--- src/hdl/pbg_regs.vh ---
// constants for the eight-pin port with change detection
`ifndef PBG_REGS_VH
`define PBG_REGS_VH
`define PBG_WIDTH        8
`define PBG_DIR_RST      8'hFF
`define PBG_LAT_RST      8'h00
`define PBG_PU_N_RST     1'b1
`define PBG_ANALOG_MASK  8'h1F
`define PBG_CHANGE_MASK  8'hF0
`define PBG_CAN_TX_BIT   2
`define PBG_CAN_RX_BIT   3
`define PBG_ST_IDLE      2'b01
`define PBG_ST_RUN       2'b10
`endif

--- src/hdl/pbg_change_detect.v ---
// change comparator for the upper four pins
`include "pbg_regs.vh"
module pbg_change_detect #(
  parameter WIDTH = 8
) (
  input  wire             core_clk,
  input  wire             rst_n,
  input  wire [WIDTH-1:0] pin_value,
  input  wire [WIDTH-1:0] port_direction,
  input  wire             port_read,
  input  wire             port_write,
  input  wire             port_write_move,
  output reg              mismatch
);
  reg  [WIDTH-1:0] reference;
  wire [WIDTH-1:0] eligible;
  wire [WIDTH-1:0] diff;
  wire             touch;
  assign eligible = `PBG_CHANGE_MASK & port_direction;
  assign diff  = (pin_value ^ reference) & eligible;
  assign touch = port_read | (port_write & ~port_write_move);
  always @(posedge core_clk) begin
    if (!rst_n) begin
      reference <= `PBG_LAT_RST;
      mismatch  <= 1'b0;
    end else begin
      if (touch)
        reference <= pin_value;
      mismatch <= touch ? 1'b0 : |diff;
    end
  end
endmodule

--- src/hdl/pbg_port.v ---
// eight-pin bidirectional port with pull-ups and change flag
//
// Overview of operation
// - eight pins with direction, latch, read
// - direction one floats the driver
// - direction zero drives latch value
// - latch read returns latch not pins
// - one low bit enables all pull-ups
// - output pins lose their pull-up
// - resets leave pull-ups disabled
// - lower five analog, upper three digital
// - config bit picks lower pins default
// - upper four inputs only compared
// - reference captured on port read
// - ored mismatches set change flag
// - change flag wakes core from sleep
// - port access ends mismatch, except move
// - flag clear is ignored while mismatch persists
// - analog pins read as low
// - pins two, three shared with can
// - can transmit drives pin two
`include "pbg_regs.vh"
module pbg_port #(
  parameter WIDTH = 8
) (
  input  wire             core_clk,
  input  wire             rst_n,
  input  wire             por_event,
  input  wire             lower_pins_analog_default,
  input  wire             analog_cfg_write,
  input  wire [WIDTH-1:0] analog_cfg_data,
  input  wire             dir_write,
  input  wire [WIDTH-1:0] dir_data,
  input  wire             latch_write,
  input  wire [WIDTH-1:0] latch_data,
  input  wire             port_write,
  input  wire             port_write_move,
  input  wire [WIDTH-1:0] port_data,
  input  wire             port_read,
  input  wire             pullup_write,
  input  wire             pullup_data_n,
  input  wire             flag_clear,
  input  wire             core_sleeping,
  input  wire             can_enable,
  input  wire             can_transmit_out,
  input  wire [WIDTH-1:0] pin_in,
  output reg  [WIDTH-1:0] pin_out,
  output reg  [WIDTH-1:0] pin_oe,
  output reg  [WIDTH-1:0] pin_pullup,
  output reg  [WIDTH-1:0] port_b_pins,
  output reg  [WIDTH-1:0] port_output_latch,
  output reg  [WIDTH-1:0] port_direction,
  output reg  [WIDTH-1:0] analog_select,
  output reg              pullup_enable_n,
  output reg              port_change_flag,
  output reg              can_receive_in,
  output reg              wake_request
);
  reg  [1:0]       state;
  reg  [1:0]       next_state;
  reg  [WIDTH-1:0] next_latch;
  reg  [WIDTH-1:0] next_oe;
  reg  [WIDTH-1:0] next_out;
  wire [WIDTH-1:0] digital_in;
  wire             mismatch;

  assign digital_in = pin_in & ~analog_select;

  // the analog select default is taken after reset release and again after each por_event
  always @* begin
    next_state = state;
    case (state)
      `PBG_ST_IDLE: next_state = `PBG_ST_RUN;
      `PBG_ST_RUN:  next_state = por_event ? `PBG_ST_IDLE : `PBG_ST_RUN;
      default:      next_state = `PBG_ST_IDLE;
    endcase
  end

  always @* begin
    next_latch = port_output_latch;
    if (port_write)
      next_latch = port_data;
    else if (latch_write)
      next_latch = latch_data;
  end

  genvar i;
  generate
    for (i = 0; i < WIDTH; i = i + 1) begin : g_pin
      always @* begin
        next_oe[i]  = ~port_direction[i];
        next_out[i] = port_output_latch[i];
        if (can_enable && i == `PBG_CAN_TX_BIT) begin
          next_oe[i]  = 1'b1;
          next_out[i] = can_transmit_out;
        end
      end
    end
  endgenerate

  pbg_change_detect #(
    .WIDTH(WIDTH)
  ) u_change (
    .core_clk        (core_clk),
    .rst_n           (rst_n),
    .pin_value       (digital_in),
    .port_direction  (port_direction),
    .port_read       (port_read),
    .port_write      (port_write),
    .port_write_move (port_write_move),
    .mismatch        (mismatch)
  );

  always @(posedge core_clk) begin
    if (!rst_n) begin
      state             <= `PBG_ST_IDLE;
      port_direction    <= `PBG_DIR_RST;
      port_output_latch <= `PBG_LAT_RST;
      pullup_enable_n   <= `PBG_PU_N_RST;
      analog_select     <= `PBG_ANALOG_MASK;
      port_change_flag  <= 1'b0;
      port_b_pins       <= {WIDTH{1'b0}};
      pin_out           <= {WIDTH{1'b0}};
      pin_oe            <= {WIDTH{1'b0}};
      pin_pullup        <= {WIDTH{1'b0}};
      can_receive_in    <= 1'b1;
      wake_request      <= 1'b0;
    end else begin
      state <= next_state;
      if (state == `PBG_ST_IDLE)
        analog_select <= lower_pins_analog_default ?
                         `PBG_ANALOG_MASK : {WIDTH{1'b0}};
      else if (analog_cfg_write)
        analog_select <= analog_cfg_data & `PBG_ANALOG_MASK;
      if (por_event)
        pullup_enable_n <= `PBG_PU_N_RST;
      else if (pullup_write)
        pullup_enable_n <= pullup_data_n;
      if (dir_write)
        port_direction <= dir_data;
      port_output_latch <= next_latch;
      port_b_pins <= digital_in;
      pin_out     <= next_out;
      pin_oe      <= next_oe;
      pin_pullup  <= {WIDTH{~pullup_enable_n}} & port_direction;
      can_receive_in <= pin_in[`PBG_CAN_RX_BIT];
      if (mismatch)
        port_change_flag <= 1'b1;
      else if (flag_clear)
        port_change_flag <= 1'b0;
      wake_request <= core_sleeping & (port_change_flag | mismatch);
    end
  end
endmodule

--- config.mk ---
export PLATFORM = sky130hd
export DESIGN_NAME = pbg_port
export DESIGN_NICKNAME = d
export VERILOG_FILES = /design/src/hdl/pbg_change_detect.v /design/src/hdl/pbg_port.v
export VERILOG_INCLUDE_DIRS = /design/src /design/src/hdl
export SDC_FILE = /design/constraint.sdc
export NUM_CORES = 1
export LEC_CHECK = 0
export BUFFER_PORTS_ARGS = -buffer_cell sky130_fd_sc_hd__buf_2
export CAP_MARGIN = 20
export CORE_ASPECT_RATIO = 0.5
export CORE_MARGIN = 2
export CORE_UTILIZATION = 48
export DETAILED_ROUTE_END_ITERATION = 16
export HOLD_SLACK_MARGIN = 0.15
export PLACE_DENSITY = 0.84
export SLEW_MARGIN = 20
export SYNTH_ARGS = -nofsm -noshare
export SYNTH_HDL_FRONTEND = slang
export SYNTH_SLANG_ARGS = --single-unit
--- constraint.sdc ---
create_clock -name core_clk -period 1.6 [get_ports core_clk]
set_input_delay 0.24 -clock core_clk [delete_from_list [all_inputs] [get_ports core_clk]]
set_output_delay 0.24 -clock core_clk [all_outputs]
set_load 0.03 [all_outputs]
==> impl_metrics.json <==
{
  "status": "completed",
  "cts_root_buf": "clkbuf_8",
  "worstSetupStartpoint": "port_direction[5]",
  "synth.top_cells.by_count": "dfxtp_1 (64), nand2_1 (30), and2_1 (19), a21oi_1 (14)",
  "postCtsSetupBuffers": 0,
  "hold_viol_final": 0,
  "ys_seq_elements": 64,
  "start_util": 0.510,
  "place_congestion": 0.735,
  "setup_viol": 0,
  "place_hpwl_mm": 3.73,
  "worstSetupPathType": "flop to output port",
  "drc": 0,
  "diodes": 0,
  "wl_mm": 5.19,
  "leakagePower_nw": 1.54,
  "final_cells": 415,
  "period_needed_ns": 1.23,
  "grt_antenna_before_repair": 0,
  "rsz0062_at_grt": "false",
  "clk_pin_slew_ns": 0.06,
  "synth_top_cell_by_area": "dfxtp_1",
  "drv_slew": 0,
  "synth_seq_area_share": 0.560,
  "track_usage": 0.199,
  "fp-row-count": 17,
  "drive_above_1_share": 0.372,
  "end_kind": "output port",
  "async_flop_share": 0,
  "p_per_area_mw_per_mm2": 1200,
  "worst-path-max-fanout": 5,
  "r2r_start": "state[0]",
  "avgViaCountPerCell": 4.67,
  "critical_path.top_delay_family": "flip-flops",
  "path_buf_inv": 1,
  "synth_cells": 229,
  "clk_latency_ns": 0.32,
  "crit_path_cell_trace": "buf_2",
  "finClkSkew_ns": 0.00606,
  "cts_tree": "done",
  "die_w_um": 102,
  "yosys_warnings": 0,
  "fin_setup_tns_ns": 0,
  "drtAntennaViolNets": 0,
  "numCtsBuffers": 9,
  "critPathLaunchType": "flop",
  "drt-pass1-iter-count": 4,
  "cap_violations": 0,
  "hp-start": "core_sleeping",
  "io_buffers": 109,
  "nets": 402,
  "period_share": 0.769,
  "ys.flop_type": "dfxtp_1",
  "postSynthAreaPerCell_sq_um": 10.0,
  "drt_iter0_drc": 38,
  "synth_top_cell_area_share": 0.560,
  "grt_pass1_vias": 1744,
  "die-area_sq_mm": 0.00537,
  "grt_pass1_wl_mm": 7.84,
  "vias": 1940,
  "ios": 116,
  "overflow": 0,
  "crit_arrival_ns": 0.99,
  "cp_slowest_cell": "dfxtp_1",
  "synth_area_sq_mm": 0.00229,
  "clk_path_buf_depth": 2,
  "critPathMaxStageDelay_ns": 0.43,
  "synth_cell_types": 32,
  "core_sq_mm": 0.00449,
  "setup_ws_ns": 0.369,
  "required_ns": 1.36,
  "fmax_mhz": 813,
  "area_delta_synth_final_pct": 35.1,
  "routedWlPerCell_um": 12.5,
  "vdd_ir_drop_max_mv": 0.542,
  "post-synth-top-count-cell": "dfxtp_1",
  "htreeDepth": 3,
  "synth.area.top_cells": "dfxtp_1 (56%), and2_1 (5.2%), nand2_1 (4.9%)",
  "clock-sinks": 64,
  "hp-class": "primary input to flop",
  "grt_max_degree": 22,
  "dp_slack_ns": 0.441,
  "dpl.cell_count": 387,
  "die_h_um": 52.8,
  "holdWs_ns": 0.154,
  "synth_edf_count": 0
}
-- power by group --
group          internal (W)  switching, W
clock              0.000601      0.000542
sequential          0.00173     0.0000798
combinational      0.000293      0.000479
-- what timing repair did --
action	in CTS	in global routing
gates resized for setup	0	0
hold endpoints to repair	13	0
hold buffers	12	0
-- logic make-up (layout without fill, tap and decap cells) --
logic type	count (synthesis)	count (layout)	share of synthesized area
buf+inv	29	147	0.0710
flops	64	64	0.560
mux	19	19	0.0880
xor+xnor	3	3	0.0115
fa+ha+maj	2	2	0.0109
compound gates	35	35	0.0940
simple gates	76	76	0.163
other cells	1	3	0.00164
-- metrics by stage --
| stage | instance area [sq um] | utilization | total power [W] |
|---|---|---|---|
| after floorplan | 2300 | - | 0.00237 |
| after global placement | 2810 | 0.626 | 0.00256 |
| after detailed placement | 2810 | 0.626 | 0.00260 |
| after CTS | 3090 | 0.689 | 0.00377 |
| after global routing | 3090 | 0.689 | 0.00391 |
| final | 3090 | 0.689 | 0.00373 |
-- path summary, 6_finish.rpt --
| path | endpoint | slack, ns | cells after the start |
|---|---|---|---|
| worst min register to register | port_b_pins[3] | 0.43 | 1 |
| worst max register to register | analog_select[3] | 0.45 | 3 |
| worst max-delay path | port_direction[5] | 0.37 | 1 |
| worst min-delay path | wake_request | 0.15 | 2 |
-- registers in the layout, indices dropped and copies added, names as in the netlist, 2 cells and up --
name	flops
pin_pullup	8
port_output_latch	8
pin_out	8
analog_select	5
u_change.reference	4
pin_oe	8
port_b_pins	8
state	2
port_direction	8
-- per-layer routing --
layer | share of wire | routed length [um] | vias up | GRT usage
li1 | - | - | 968 | -
met1 | 0.42 | 2160 | 899 | 0.221
met2 | 0.52 | 2680 | 67 | 0.365
met3 | 0.059 | 305 | 6 | 0.0573
met4 | 0.010 | 53 | 0 | 0.0743
met5 | 0 | 0 | - | 0
-- cell type report --
cell class / count / area (sq um)
Fill cell: 373 / 1390
Sequential cell: 64 / 1280
Multi-Input combinational cell: 138 / 853
Timing Repair Buffer: 123 / 681
Clock buffer: 13 / 149
Tap cell: 66 / 82.6
Inverter: 8 / 30.0
Clock inverter: 3 / 17.5
-- placed cells by master (no fill, tap or decap), drive strengths merged --
cell / netlist / final
o32a: 1 / 1
clkbuf: 4 / 13
a21oi: 14 / 14
and2b: 2 / 2
o211ai: 4 / 4
xor2: 3 / 3
o211a: 1 / 1
nand2: 30 / 30
a21boi: 1 / 1
dlygate4sd3: 0 / 12
ha: 2 / 2
mux2: 9 / 9
buf: 17 / 111
inv: 8 / 8
and2: 19 / 19
nor2b: 6 / 6
clkinv: 0 / 2
clkinvlp: 0 / 1
dfxtp: 64 / 64
mux2i: 10 / 10
nand3: 1 / 1
a222oi: 1 / 1
conb: 1 / 3
a211oi: 5 / 5
nor3: 2 / 2
nor2: 14 / 14
o21ai: 8 / 8
nand2b: 2 / 2
Power figures use the tool's default switching activity.
